### config.mk
export PLATFORM = sky130hd
export DESIGN_NAME = kmsp_port
export DESIGN_NICKNAME = d
export VERILOG_FILES = /design/src/rtl/kmsp_pkg.sv /design/src/rtl/kmsp_port.sv
export SDC_FILE = /design/constraint.sdc
export NUM_CORES = 1
export LEC_CHECK = 0
export ABC_AREA = 1
export BUFFER_PORTS_ARGS = -buffer_cell sky130_fd_sc_hd__buf_4
export CAP_MARGIN = 20
export CORE_MARGIN = 2
export CORE_UTILIZATION = 50
export DETAILED_ROUTE_END_ITERATION = 16
export HOLD_SLACK_MARGIN = 0.05
export MAX_ROUTING_LAYER = met4
export PLACE_DENSITY = 0.69
export SYNTH_ARGS = -nofsm -noshare
export SYNTH_HDL_FRONTEND = slang
export SYNTH_SLANG_ARGS = --single-unit
### constraint.sdc
create_clock -name pclk -period 4.3 [get_ports pclk]
set_clock_uncertainty 0.2 [all_clocks]
set_input_delay 0.215 -clock pclk [delete_from_list [all_inputs] [get_ports pclk]]
set_output_delay 0.215 -clock pclk [all_outputs]
set_load 0.02 [all_outputs]
### src/rtl/kmsp_pkg.sv
package kmsp_pkg;

  // Register indices; byte address is four times the index
  localparam logic [7:0] CTRL_IDX = 8'h4E;
  localparam logic [7:0] CSR_IDX  = 8'h4F;
  localparam logic [7:0] DATA_IDX = 8'h50;

  // Control register bit positions
  localparam int C_ON  = 0;
  localparam int C_DIR = 1;
  localparam int C_ACT = 2;
  localparam int C_CIE = 3;
  localparam int C_AIE = 4;
  localparam int C_HIE = 5;
  localparam int C_EIE = 6;

  // Config/status register bit positions
  localparam int S_CMP  = 0;
  localparam int S_ABT  = 1;
  localparam int S_HRQ  = 2;
  localparam int S_ERR  = 3;
  localparam int S_TIMING_DISABLE_BIT = 4;
  localparam int S_FREQ_SELECT_FIELD = 5;

  // Reset values of the three registers
  localparam logic [7:0] CTRL_RST = 8'h00;
  localparam logic [7:0] CSR_RST  = 8'h00;
  localparam logic [7:0] DATA_RST = 8'h00;

  // Timing, in ns, and derived counts of 2.5 us ticks
  localparam int TICK_NS = 2500;
  localparam int HALF_NS = 40000;
  localparam int GAP_NS  = 100000;
  localparam int SMP_NS  = 15000;
  localparam logic [4:0] HALF_TK = 5'(HALF_NS / TICK_NS);
  localparam logic [5:0] GAP_TK  = 6'(GAP_NS / TICK_NS);
  localparam logic [4:0] DEC_TK  = 5'(SMP_NS / TICK_NS + 2);
  localparam logic [3:0] STOP_BIT = 4'h0A;

  // CPU frequency per select code, in kHz
  localparam int F0_KHZ = 12000;
  localparam int F1_KHZ = 8000;
  localparam int F2_KHZ = 6000;
  localparam int F3_KHZ = 4000;

  typedef enum logic [3:0] {
    ST_OFF  = 4'b0000,
    ST_IDLE = 4'b0001,
    ST_RXW  = 4'b0011,
    ST_RXI  = 4'b0010,
    ST_RX   = 4'b0110,
    ST_ACK  = 4'b0111,
    ST_TX   = 4'b0101
  } kmsp_state_t;

  typedef struct packed {
    logic clk;
    logic dat;
  } kmsp_link_in_t;

  typedef struct packed {
    logic clk_o;
    logic clk_oe;
    logic dat_o;
    logic dat_oe;
  } kmsp_link_out_t;

  // Clock cycles per 2.5 us tick for a select code
  function automatic logic [5:0] tick_div(input logic [1:0] freq_select_field);
    int khz;
    case (freq_select_field)
      2'b00:   khz = F0_KHZ;
      2'b01:   khz = F1_KHZ;
      2'b10:   khz = F2_KHZ;
      default: khz = F3_KHZ;
    endcase
    return 6'(khz * TICK_NS / 1000000);
  endfunction

endpackage

### src/rtl/kmsp_port.sv
`timescale 1ns/100ps
// Notes on behaviour
// - Device always makes the link clock; host may only pull it low.
// - Frame is start bit, eight data bits, odd parity, stop bit.
// - Parity makes data plus parity hold an odd count of ones.
// - Host drives data inbound; device pulls data low after stop to acknowledge.
// - Device drives data outbound; host pulling data low is a request to send.
// - Link clock period is 80 us, divided from the CPU clock.
// - Device waits 100 us after clock release before first falling edge inbound.
// - Inbound: three samples 2.5 us apart, first 12.5 to 17.5 us after edge.
// - Outbound: three samples 2.5 us apart, first 12.5 to 17.5 us after edge.
// - Frequency and timing settings change only while the port is off.
// - With timing on: 100 us frame gap, inhibit gap and request response delay.
// - Switched on, port goes from off to idle; returns to idle after each frame or inhibit abort.
// - Receive mode only becomes available after a host request to send.
// - Data write in transmit direction starts frame after gap, sets active bit.
// - Transmit end clears active bit, sets completion flag, interrupt if enabled.
// - Transmit aborts on software clear, inhibit or host request; flags set.
// - No transmit errors; clock fault is inhibit, data fault is request.
// - After host request, enter receive idle after delay or at once.
// - Receive end clears active, sets completion, interrupts, acknowledges host.
// - Only host inhibit aborts a reception; abort flag and interrupt follow.
// - After request abort, software enables request interrupt and restarts receive.
// - Parity error sets error flag, ends reception, still acknowledges host.
// - Frequency field selects divider: 12, 8, 6 or 4 MHz.
// - Error, request, abort and completion flags clear by writing one.
module kmsp_port
  import kmsp_pkg::*;
#(
  parameter int ADDR_W = 12
) (
  // APB slave
  input  wire logic               pclk,
  input  wire logic               presetn,
  input  wire logic               psel,
  input  wire logic               penable,
  input  wire logic               pwrite,
  input  wire logic [ADDR_W-1:0]  paddr,
  input  wire logic [31:0]        pwdata,
  output logic      [31:0]        prdata,
  output logic                    pready,
  output logic                    pslverr,
  // Link lines, open drain
  input  wire kmsp_link_in_t      link_in,
  output kmsp_link_out_t          link_out,
  // Combined event request
  output logic                    irq
);

  typedef struct packed {
    kmsp_state_t    st;
    logic           eie;
    logic           hie;
    logic           aie;
    logic           cie;
    logic           act;
    logic           dir;
    logic           on;
    logic [1:0]     freq_select_field;
    logic           timing_disable_bit;
    logic           err;
    logic           hrq;
    logic           abt;
    logic           cmp;
    logic [7:0]     data;
    logic           pend;
    logic [5:0]     div;
    logic [5:0]     gap;
    logic [4:0]     tcnt;
    logic [3:0]     bitn;
    logic [10:0]    sh;
    logic [2:0]     smcl;
    logic [2:0]     smdl;
    kmsp_link_out_t lnk;
    logic           irq;
    logic           pready;
    logic           pslverr;
    logic [31:0]    prdata;
  } kmsp_regs_t;

  kmsp_regs_t s_r;
  kmsp_regs_t s_nxt;

  // Majority of three samples, so one disturbed sample is outvoted
  function automatic logic maj3(input logic [2:0] v);
    return (v[0] & v[1]) | (v[0] & v[2]) | (v[1] & v[2]);
  endfunction

  function automatic logic hit(input logic [ADDR_W-1:0] a, input logic [7:0] idx);
    return a == ADDR_W'({idx, 2'b00});
  endfunction

  always_comb
  begin
    logic       tick;
    logic       clk_hi;
    logic       dat_hi;
    logic       acc;
    logic       wr;
    logic       sw_abort;
    logic       set_cmp;
    logic       set_abt;
    logic       set_hrq;
    logic       set_err;
    logic       abort;
    logic       abort_rq;
    logic [7:0] clr;
    logic [7:0] rd;
    s_nxt    = s_r;
    tick     = 1'b0;
    clk_hi   = ~maj3(s_r.smcl);
    dat_hi   = ~maj3(s_r.smdl);
    acc      = psel & penable;
    wr       = acc & pwrite & s_r.pready;
    sw_abort = 1'b0;
    set_cmp  = 1'b0;
    set_abt  = 1'b0;
    set_hrq  = 1'b0;
    set_err  = 1'b0;
    abort    = 1'b0;
    abort_rq = 1'b0;
    clr      = 8'h00;
    rd       = 8'h00;

    // Tick divider; ratio picked by the frequency field
    if (!s_r.on || s_r.div == tick_div(s_r.freq_select_field) - 6'd1)
    begin
      s_nxt.div = 6'd0;
      tick      = s_r.on;
    end
    else
    begin
      s_nxt.div = s_r.div + 6'd1;
    end

    // Line samples every 2.5 us, kept inverted so reset means idle high
    if (tick)
    begin
      s_nxt.smcl = {s_r.smcl[1:0], ~link_in.clk};
      s_nxt.smdl = {s_r.smdl[1:0], ~link_in.dat};
    end

    // APB: one wait state, write lands on the pready edge
    s_nxt.pready  = acc & ~s_r.pready;
    s_nxt.pslverr = 1'b0;
    if (acc & ~s_r.pready)
    begin
      if (hit(paddr, CTRL_IDX))
        rd = {1'b0, s_r.eie, s_r.hie, s_r.aie, s_r.cie, s_r.act, s_r.dir, s_r.on};
      else if (hit(paddr, CSR_IDX))
        rd = {1'b0, s_r.freq_select_field, s_r.timing_disable_bit, s_r.err, s_r.hrq, s_r.abt, s_r.cmp};
      else if (hit(paddr, DATA_IDX))
        rd = s_r.act ? 8'h00 : s_r.data; // Hidden while a frame is live
      else
        s_nxt.pslverr = 1'b1;
      s_nxt.prdata = pwrite ? 32'h0000_0000 : {24'h00_0000, rd};
    end

    // Register writes
    if (wr && hit(paddr, CTRL_IDX))
    begin
      s_nxt.eie = pwdata[C_EIE];
      s_nxt.hie = pwdata[C_HIE];
      s_nxt.aie = pwdata[C_AIE];
      s_nxt.cie = pwdata[C_CIE];
      s_nxt.on  = pwdata[C_ON];
      if (!s_r.act)
        s_nxt.dir = pwdata[C_DIR];
      // Receive start only once a host request put us in receive idle
      if (pwdata[C_ACT] && s_r.st == ST_RXI && s_r.dir)
        s_nxt.act = 1'b1;
      // Clearing the active bit aborts a transmission, never a reception
      if (!pwdata[C_ACT] && (s_r.st == ST_TX || s_r.pend))
        sw_abort = 1'b1;
    end
    if (wr && hit(paddr, CSR_IDX))
    begin
      clr = pwdata[7:0];
      if (!s_r.on)
      begin
        s_nxt.freq_select_field = pwdata[S_FREQ_SELECT_FIELD +: 2];
        s_nxt.timing_disable_bit = pwdata[S_TIMING_DISABLE_BIT];
      end
    end
    if (wr && hit(paddr, DATA_IDX) && !s_r.act && !s_r.pend && !s_r.dir && s_r.on)
    begin
      s_nxt.data = pwdata[7:0];
      s_nxt.pend = 1'b1;
    end

    // Bit clock: 16 ticks released, 16 ticks pulled low
    if (tick && (s_r.st == ST_TX || s_r.st == ST_RX || s_r.st == ST_ACK))
    begin
      s_nxt.tcnt = s_r.tcnt + 5'd1;
      if (s_r.tcnt == HALF_TK - 5'd1)
        s_nxt.lnk.clk_oe = 1'b1;
      else if (s_r.tcnt == 5'd31)
        s_nxt.lnk.clk_oe = 1'b0;
    end

    case (s_r.st)
      ST_OFF:
      begin
        if (s_r.on)
        begin
          s_nxt.st  = ST_IDLE;
          s_nxt.gap = 6'd0;
        end
      end
      ST_IDLE:
      begin
        // One timer covers the frame gap and the gap after an inhibit
        if (tick)
        begin
          if (!clk_hi)
            s_nxt.gap = 6'd0;
          else if (s_r.gap != GAP_TK)
            s_nxt.gap = s_r.gap + 6'd1;
        end
        if (tick && clk_hi && !dat_hi)
        begin
          set_hrq    = 1'b1;
          s_nxt.pend = 1'b0;
          s_nxt.st   = ST_RXW;
          s_nxt.gap  = 6'd0;
        end
        else if (sw_abort)
        begin
          s_nxt.pend = 1'b0;
          set_abt    = 1'b1;
        end
        else if (s_r.pend && clk_hi && (s_r.timing_disable_bit || s_r.gap == GAP_TK))
        begin
          s_nxt.pend       = 1'b0;
          s_nxt.act        = 1'b1;
          s_nxt.st         = ST_TX;
          s_nxt.sh         = {1'b1, ~^s_r.data, s_r.data, 1'b0};
          s_nxt.bitn       = 4'd0;
          s_nxt.tcnt       = 5'd0;
          s_nxt.lnk.dat_oe = 1'b1;
        end
      end
      ST_RXW:
      begin
        // Response delay before the port may receive
        if (s_r.timing_disable_bit || s_r.gap == GAP_TK)
        begin
          s_nxt.st  = ST_RXI;
          s_nxt.gap = 6'd0;
        end
        else if (tick)
        begin
          s_nxt.gap = s_r.gap + 6'd1;
        end
      end
      ST_RXI:
      begin
        // 100 us of released clock before the first falling edge
        if (tick)
        begin
          if (!clk_hi || !s_r.act)
            s_nxt.gap = 6'd0;
          else if (s_r.gap != GAP_TK)
            s_nxt.gap = s_r.gap + 6'd1;
        end
        if (s_r.act && s_r.gap == GAP_TK)
        begin
          s_nxt.st   = ST_RX;
          s_nxt.bitn = 4'd0;
          s_nxt.tcnt = 5'd0;
          s_nxt.sh   = 11'h000;
        end
      end
      ST_TX:
      begin
        // Line faults read as inhibit or request, never as errors
        if (sw_abort)
        begin
          abort = 1'b1;
        end
        else if (tick && s_r.tcnt == DEC_TK)
        begin
          if (!clk_hi)
            abort = 1'b1;
          else if (!dat_hi && !s_r.lnk.dat_oe)
          begin
            abort    = 1'b1;
            abort_rq = 1'b1;
          end
        end
        else if (tick && s_r.tcnt == 5'd31)
        begin
          if (s_r.bitn == STOP_BIT)
          begin
            s_nxt.act        = 1'b0;
            set_cmp          = 1'b1;
            s_nxt.lnk.dat_oe = 1'b0;
            s_nxt.st         = ST_IDLE;
            s_nxt.gap        = 6'd0;
          end
          else
          begin
            s_nxt.bitn       = s_r.bitn + 4'd1;
            s_nxt.sh         = {1'b1, s_r.sh[10:1]};
            s_nxt.lnk.dat_oe = ~s_r.sh[1];
          end
        end
      end
      ST_RX:
      begin
        if (tick && s_r.tcnt == DEC_TK)
        begin
          if (!clk_hi)
            abort = 1'b1;
          else
            s_nxt.sh[s_r.bitn] = dat_hi;
        end
        else if (tick && s_r.tcnt == 5'd31)
        begin
          if (s_r.bitn != STOP_BIT)
          begin
            s_nxt.bitn = s_r.bitn + 4'd1;
          end
          else if (!s_r.sh[10])
          begin
            set_err = 1'b1; // Missing stop: keep clocking until it shows
          end
          else
          begin
            // Acknowledge in the next clock pulse, error or not
            s_nxt.st         = ST_ACK;
            s_nxt.lnk.dat_oe = 1'b1;
            s_nxt.data       = s_r.sh[8:1];
            if (!(^s_r.sh[9:1]))
            begin
              set_err    = 1'b1;
              s_nxt.data = DATA_RST;
            end
          end
        end
      end
      ST_ACK:
      begin
        if (tick && s_r.tcnt == 5'd31)
        begin
          s_nxt.lnk.dat_oe = 1'b0;
          s_nxt.act        = 1'b0;
          set_cmp          = 1'b1;
          s_nxt.st         = ST_IDLE;
          s_nxt.gap        = 6'd0;
        end
      end
      default:
      begin
        s_nxt.st = ST_OFF;
      end
    endcase

    // Common abort path; data is lost and the register clears
    if (abort)
    begin
      s_nxt.act        = 1'b0;
      set_abt          = 1'b1;
      set_hrq          = abort_rq;
      s_nxt.data       = DATA_RST;
      s_nxt.lnk.dat_oe = 1'b0;
      s_nxt.lnk.clk_oe = 1'b0;
      s_nxt.gap        = 6'd0;
      s_nxt.st         = abort_rq ? ST_RXW : ST_IDLE;
      // Drop stale samples of our own drive, else idle sees a false request
      s_nxt.smcl       = 3'b000;
      s_nxt.smdl       = 3'b000;
    end

    // Port off releases the lines and drops any transfer
    if (!s_r.on)
    begin
      s_nxt.st   = ST_OFF;
      s_nxt.act  = 1'b0;
      s_nxt.pend = 1'b0;
      s_nxt.lnk  = '0;
    end

    // Sticky flags: hardware set beats a software clear
    s_nxt.cmp = (s_r.cmp & ~clr[S_CMP]) | set_cmp;
    s_nxt.abt = (s_r.abt & ~clr[S_ABT]) | set_abt;
    s_nxt.hrq = (s_r.hrq & ~clr[S_HRQ]) | set_hrq;
    s_nxt.err = (s_r.err & ~clr[S_ERR]) | set_err;
    s_nxt.irq = (s_nxt.cmp & s_nxt.cie) | (s_nxt.abt & s_nxt.aie) |
                (s_nxt.hrq & s_nxt.hie) | (s_nxt.err & s_nxt.eie);
  end

  // Single state register
  always_ff @(posedge pclk or negedge presetn)
  begin
    if (!presetn)
      s_r <= '0;
    else
      s_r <= s_nxt;
  end

  assign prdata   = s_r.prdata;
  assign pready   = s_r.pready;
  assign pslverr  = s_r.pslverr;
  assign link_out = s_r.lnk;
  assign irq      = s_r.irq;

endmodule

==> Yosys cells after proc, flatten, opt, wreduce, memory -nomap -nowiden <==
Cells that the tools add are included.
{ "totals": {"word_cells": 332, "ramBits": 0, "mem_bits_ro": 0, "inputBits": 51, "latch_bits": 0, "output_inout_bits": 39, "reg_bits": 102, "memories": 0} }
{ "classes": {"multipliers": 1, "n_lt_le_gt_ge": 2, "mux": 146, "eq_ne": 60, "n_shift": 0, "div_mod_pow": 1, "reduce_logical": 47, "n_addsub": 5, "n_bitwise": 41} }
{ "op_table": {"columns": ["op", "count"], "rows": [
  ["$mux W6", 18],
  ["$mux W8", 12],
  ["$mux W20", 4],
  ["$mux W4", 20],
  ["$mux W1", 69],
  ["$mux W15", 4],
  ["$pmux W15 S4", 1],
  ["$pmux W14 S3", 1],
  ["$eq A12 B9 Y1 const B", 3],
  ["$pmux W6 S6", 1],
  ["$mux W33", 1],
  ["$div A32 B21 Y32 const B", 1],
  ["$mul A32 B11 Y30 const B", 1],
  ["$ne A4 B4 Y1 const B", 7],
  ["$pmux W4 S7", 1],
  ["$reduce_and A12 Y1", 2],
  ["$mux W11", 2],
  ["$logic_and A1 B1 Y1", 20],
  ["$ne A4 B2 Y1 const B", 5],
  ["$ne A4 B3 Y1 const B", 5],
  ["$and A1 B1 Y1", 18],
  ["$ne A2 B2 Y1 const B", 8],
  ["$reduce_and A13 Y1", 1],
  ["$add A6 B1 Y6 const B", 2],
  ["48 further kinds", 96]
]} }

==> Longest topological paths before layout <==
{ "logic_depth": {"word_depth": 18, "mapped_depth": 17, "mapped_depth_nobuf": 17} }

==> Worst setup path after synthesis <==
Ideal clock, no wire load.
{ "synth_timing": {"path_kind": "register to register", "from": "register s_r[91] (netlist name)", "to": "register s_r[101] (netlist name)", "arrival_time_ps": 2041, "n_path_buf": 0, "period_less_slack_ps": 2358, "t_required_ps": 3983, "stages_incl_launch_ff": 17, "path_slack_ps": 1942, "setup_ps": 117, "cell_sequence": "dfrtp_1 > inv_1 > ha_1 > nand2_1 > nand2_1 > nor2_1 > nand2_2 > nor2_8 > nand3_4 > inv_2 > nand3_2 > nand2_1 > nand2_1 > a21oi_2 > nand2_1 > nand2_1 > nand2_1"} }
{ "synth_via": {"elab_chain_cells": 15, "word_cells_on_any_way": 40} }
{ "synth_lines": {"columns": ["element", "line", "source"], "rows": [
  ["from (decl)", "kmsp_port.sv:81", "kmsp_regs_t s_r;"],
  ["from (signal assigned)", "kmsp_port.sv:399", "s_r <= s_nxt;"],
  ["$eq A2 B2 Y1 (tied with other cells)", "kmsp_pkg.sv:71", "case (freq_select_field)"],
  ["$pmux W14 S3 (*)", "kmsp_pkg.sv:71", null],
  ["$mul A32 B11 Y30 (*)", "kmsp_pkg.sv:77", "return 6'(khz * TICK_NS / 1000000);"],
  ["$div A32 B21 Y32 (*)", "kmsp_pkg.sv:77", null],
  ["$sub A6 B1 Y6 (*)", "kmsp_port.sv:126", "if (!s_r.on || s_r.div == tick_div(s_r.freq_select_field) - 6'd1)"],
  ["$eq A6 B6 Y1 (*)", "kmsp_port.sv:126", null],
  ["$logic_or A1 B1 Y1 (*)", "kmsp_port.sv:126", null],
  ["$mux W1 (*)", "kmsp_port.sv:126", null],
  ["parallel branches: the longest is 7 deep, another holds $reduce_and A13 Y1", null, null]
]} }
Mark *: on every way between the ends.
A chain may end at the register's enable or synchronous reset.

==> Worst setup path after layout <==
{ "layout_timing": {"from": "register s_r[91] (netlist name)", "to": "register s_r, in the netlist link_out[0]"} }
{ "layout_via": {"elab_chain_cells": 14, "word_cells_on_any_way": 33} }
{ "layout_lines": {"columns": ["element", "line", "source"], "rows": [
  ["$eq A2 B2 Y1 (tied with other cells)", "kmsp_pkg.sv:71", null],
  ["$pmux W14 S3 (*)", "kmsp_pkg.sv:71", null],
  ["$mul A32 B11 Y30 (*)", "kmsp_pkg.sv:77", null],
  ["$div A32 B21 Y32 (*)", "kmsp_pkg.sv:77", null],
  ["$sub A6 B1 Y6 (*)", "kmsp_port.sv:126", null],
  ["$eq A6 B6 Y1 (*)", "kmsp_port.sv:126", null],
  ["$logic_or A1 B1 Y1 (*)", "kmsp_port.sv:126", null],
  ["$mux W1 (*)", "kmsp_port.sv:126", null],
  ["$logic_and A1 B1 Y1", "kmsp_port.sv:281, kmsp_port.sv:311", null],
  ["$mux W1", "kmsp_port.sv:281", "else if (tick && s_r.tcnt == DEC_TK)"],
  ["$mux W1", "kmsp_port.sv:277", "if (sw_abort)"],
  ["$pmux W1 S2", "kmsp_port.sv:201", "case (s_r.st)"],
  ["$ne A6 B1 Y1 (no line) (tied with other cells)", null, null],
  ["$reduce_and A12 Y1 (no line) / $mux W3 (equally long branches)", null, null]
]} }
Every way passes the cells marked *; elsewhere a longest branch is shown, timed or not.

==> results by group <==
Run status
  – Status: finished clean

Power
  – Design internal power: 1.15 mW
  – Net switching fraction of the power: 0.234
  – Peak VDD IR: 0.216 mV
  – Cell Pwr Density: 236 mW/mm^2
  – Combinational share of power: 0.058
  – Clock share of power: 0.465
  – Switching Power: 0.352 mW
  – Leakage Power: 3.03 nW
  – Seq pwr share: 0.477

CTS
  – H-tree depth: 3
  – Root buffer selected by CTS: clkbuf_16
  – Setup Fix Bufs, Post-CTS: 0
  – Post_cts resized: 0
  – Num CTS Buffers: 9
  – CTS clk-pin slew, worst paths: 0.06 ns
  – Worst-skew pair later-pin latency: 0.35 ns
  – CTS tree: yes
  – Clock Tree Buf Depth: 2
  – Clock sinks: 76

Yosys
  – Dominant synthesized flop cell: dfrtp_1
  – Area contributors post-synth: dfrtp_1 (33%), nand2_1 (13%), inv_1 (5.0%)
  – Cell taking the most area after synthesis: dfrtp_1
  – Part of the Yosys area used for sequential elements: 0.331
  – Number of flops mapped to enable cells by yosys: 0
  – Mapped Cells: 773
  – Synth top area share: 0.331
  – Post-synth ARST share: 1.00
  – Post-synth cell types: 60
  – Post-Syn Area: 0.00574 mm^2
  – Warnings from Yosys: 0
  – Post-Syn Area per Cell: 7.42 um^2
  – #FFs+latches synth: 76

Worst hold path
  – Worst Hold Depth: 3
  – HP Class: in2reg
  – Hold_sp: pwdata[3]
  – Hold EP: s_r[96]

Critical path
  – R2r startpoint: s_r[91]
  – CP max FO: 15
  – Crit path capture type: register
  – R2R cell count: 16
  – FF-to-FF End: link_out[0]
  – CP Launch Type: register
  – CP arrival: 3.07 ns
  – Worst EP required: 4.33 ns
  – Classification of the worst setup path: reg2reg
  – Worst reg-to-reg setup slack: 1.26 ns

STA
  – RSZ-0062 raised after global routing: no
  – Final worst-path cycle share: 0.706
  – Minimum clock period: 3.04 ns
  – Actual slew at the worst max-slew pin: 0.853 ns
  – Final Slew Violations: 0
  – Fin. Hold Viols: 0
  – Slew headroom: 0.432
  – Setup violations, final: 0
  – TNS Setup: 0 ns
  – FMAX: 0.329 GHz
  – WHS: 0.0610 ns

Cells and area
  – Share of layout cells above drive strength 1: 0.150
  – Area growth syn-to-layout: 10.9%
  – Final Cell Area: 0.00637 mm^2
  – Ant diodes: 0
  – Nets@finish: 874

Floorplanning
  – Initial core utilization: 0.507
  – Num rows: 39
  – DIE AREA: 0.0124 mm^2
  – Total I/O pin count: 90
  – Die span in x: 111 um
  – Core area: 0.0113 mm^2
  – Chip Height: 111 um

Drt
  – Post-route ant nets: 0
  – Final WL: 13900 um
  – Vias per cell: 5.33
  – DR WL/cell: 14.6 um
  – Drt first pass iters: 5
  – DR iter-0 viols: 412
  – DR vias: 5091
  – DRC: 0

GRT
  – Largest net degree at the start of global routing: 77
  – Initial antenna violation count: 0
  – GRT overflow: 0
  – Total GRT Usage: 0.241
  – First-pass GRT wire length: 23600 um
  – Vias in the first global route: 4882

Placement
  – HPWL Detailed: 10500 um
  – Port Buffers: 39
  – GPL Wtd Cong: 0.895
  – Area after DPL: 0.00595 mm^2

Flow run
  – Max-cap viol count: 0
cell usage in the layout, fill, tap and decap left out, types with 3 or more instances in the layout:
cell type	count
nand2_1	194
inv_1	77
dfrtp_1	76
nor2_1	55
nand3_1	55
o21ai_0	49
buf_4	39
conb_1	26
nand4_1	23
a21oi_1	22
xor2_1	15
ha_1	15
inv_2	12
dlygate4sd3_1	12
xnor2_1	10
o21ai_1	9
clkbuf_16	9
nand2_2	8
nor2_4	7
o211ai_1	6
a32oi_1	6
nand3_2	5
nor2_2	5
nand2_4	5
or2_2	5
nor3_1	4
a31oi_1	4
o311a_1	4
nor2_8	3
clkinv_1	3
a22oi_1	3
o311ai_0	3
state kept, by name (all words and copies together) (netlist names):
register  flops
irq           1
s_r          63
link_out      2
pslverr       1
prdata        8
pready        1
stage by stage:
| stage | power [mW] | std cells | utilization | worst slack (ns) |
|---|---|---|---|---|
| 3_3_place_gp | 0.805 | 927 | 0.525 | 1.36 |
| 6_report | 1.50 | 956 | 0.562 | 1.26 |
| 3_5_place_dp | 0.806 | 927 | 0.525 | 1.28 |
| 4_1_cts | 1.52 | 954 | 0.559 | 1.25 |
| 5_1_grt | 1.56 | 956 | 0.562 | 0.958 |
| 2_1_floorplan | 0.784 | 798 | - | 1.94 |
final cells by class:
type / count / area [um^2]
multi-input combinational: 575 / 3220
timing repair buffer: 52 / 440
inverter: 94 / 358
clock buffer: 12 / 246
fill: 1098 / 4950
clock inverter: 4 / 25.0
sequential: 76 / 1900
tap: 143 / 179
worst max-delay path: stages (launching register included):
cell and delay (ns):
dfrtp_1 0.39, inv_1 0.10, ha_1 0.36, nand2_1 0.09, nand2_1 0.05, nor2_1 0.14, nand2_2 0.11, nor2_8 0.23
nand2_2 0.23, nor2_1 0.23, nand3_1 0.11, nand2_2 0.28, nor2_1 0.09, nand2_1 0.10, nand3_1 0.08, nand2_1 0.07
nand2_1 0.05
cells in the mapped netlist (5+ instances only):
master	instances
nand2_1	194
inv_1	77
dfrtp_1	76
nand3_1	55
nor2_1	55
o21ai_0	49
buf_4	36
nand4_1	23
a21oi_1	22
ha_1	15
xor2_1	15
inv_2	12
xnor2_1	10
o21ai_1	9
clkbuf_1	8
nand2_2	8
buf_2	7
nor2_4	7
a32oi_1	6
o211ai_1	6
nand2_4	5
nand3_2	5
nor2_2	5
or2_2	5
power groups by stage:
stage | clock, mW | sequential (mW) | combinational (mW)
2_1_floorplan | 0 | 0.732 | 0.0517
4_1_cts | 0.719 | 0.718 | 0.0839
3_5_place_dp | 0 | 0.731 | 0.0757
6_report | 0.700 | 0.718 | 0.0871
3_3_place_gp | 0 | 0.730 | 0.0741
5_1_grt | 0.749 | 0.717 | 0.0961
worst max path at each step:
| stage | start | end | slack (ns) | cells past startpoint |
|---|---|---|---|---|
| 3_5_place_dp | s_r[91] | s_r[50] | 1.28 | 14 |
| 5_1_grt | s_r[91] | link_out[0] | 0.96 | 17 |
| 3_3_place_gp | s_r[91] | link_out[0] | 1.36 | 16 |
| 4_1_cts | s_r[91] | s_r[50] | 1.25 | 14 |
| 2_1_floorplan | s_r[91] | s_r[101] | 1.94 | 16 |
| 6_report | s_r[91] | link_out[0] | 1.26 | 16 |
timing repair:
action / in CTS / in global routing
hold buffers: 11 / 1
endpoints found under the setup margin: 0 / 0
hold endpoints to repair: 85 / 7
kinds of logic (layout without fill, tap and decap cells):
group | after synthesis | in the layout | synth area share
compound gates | 120 | 120 | 0.128
xor+xnor | 28 | 28 | 0.0467
fa+ha+maj | 15 | 15 | 0.0327
buf+inv | 147 | 162 | 0.125
flops | 76 | 76 | 0.331
mux | 1 | 1 | 0.00174
other cells | 1 | 26 | 0.000653
simple gates | 385 | 385 | 0.334
routing by layer:
metal | vias to the layer above | track usage | wire (um)
met1 | 2366 | 0.313 | 6390
met4 | 0 | 0.0897 | 317
met3 | 24 | 0.0432 | 739
met2 | 147 | 0.381 | 6500
li1 | 2554 | - | -
met5 | - | - | 0
Note: power is estimated with default switching activity, not from simulation.
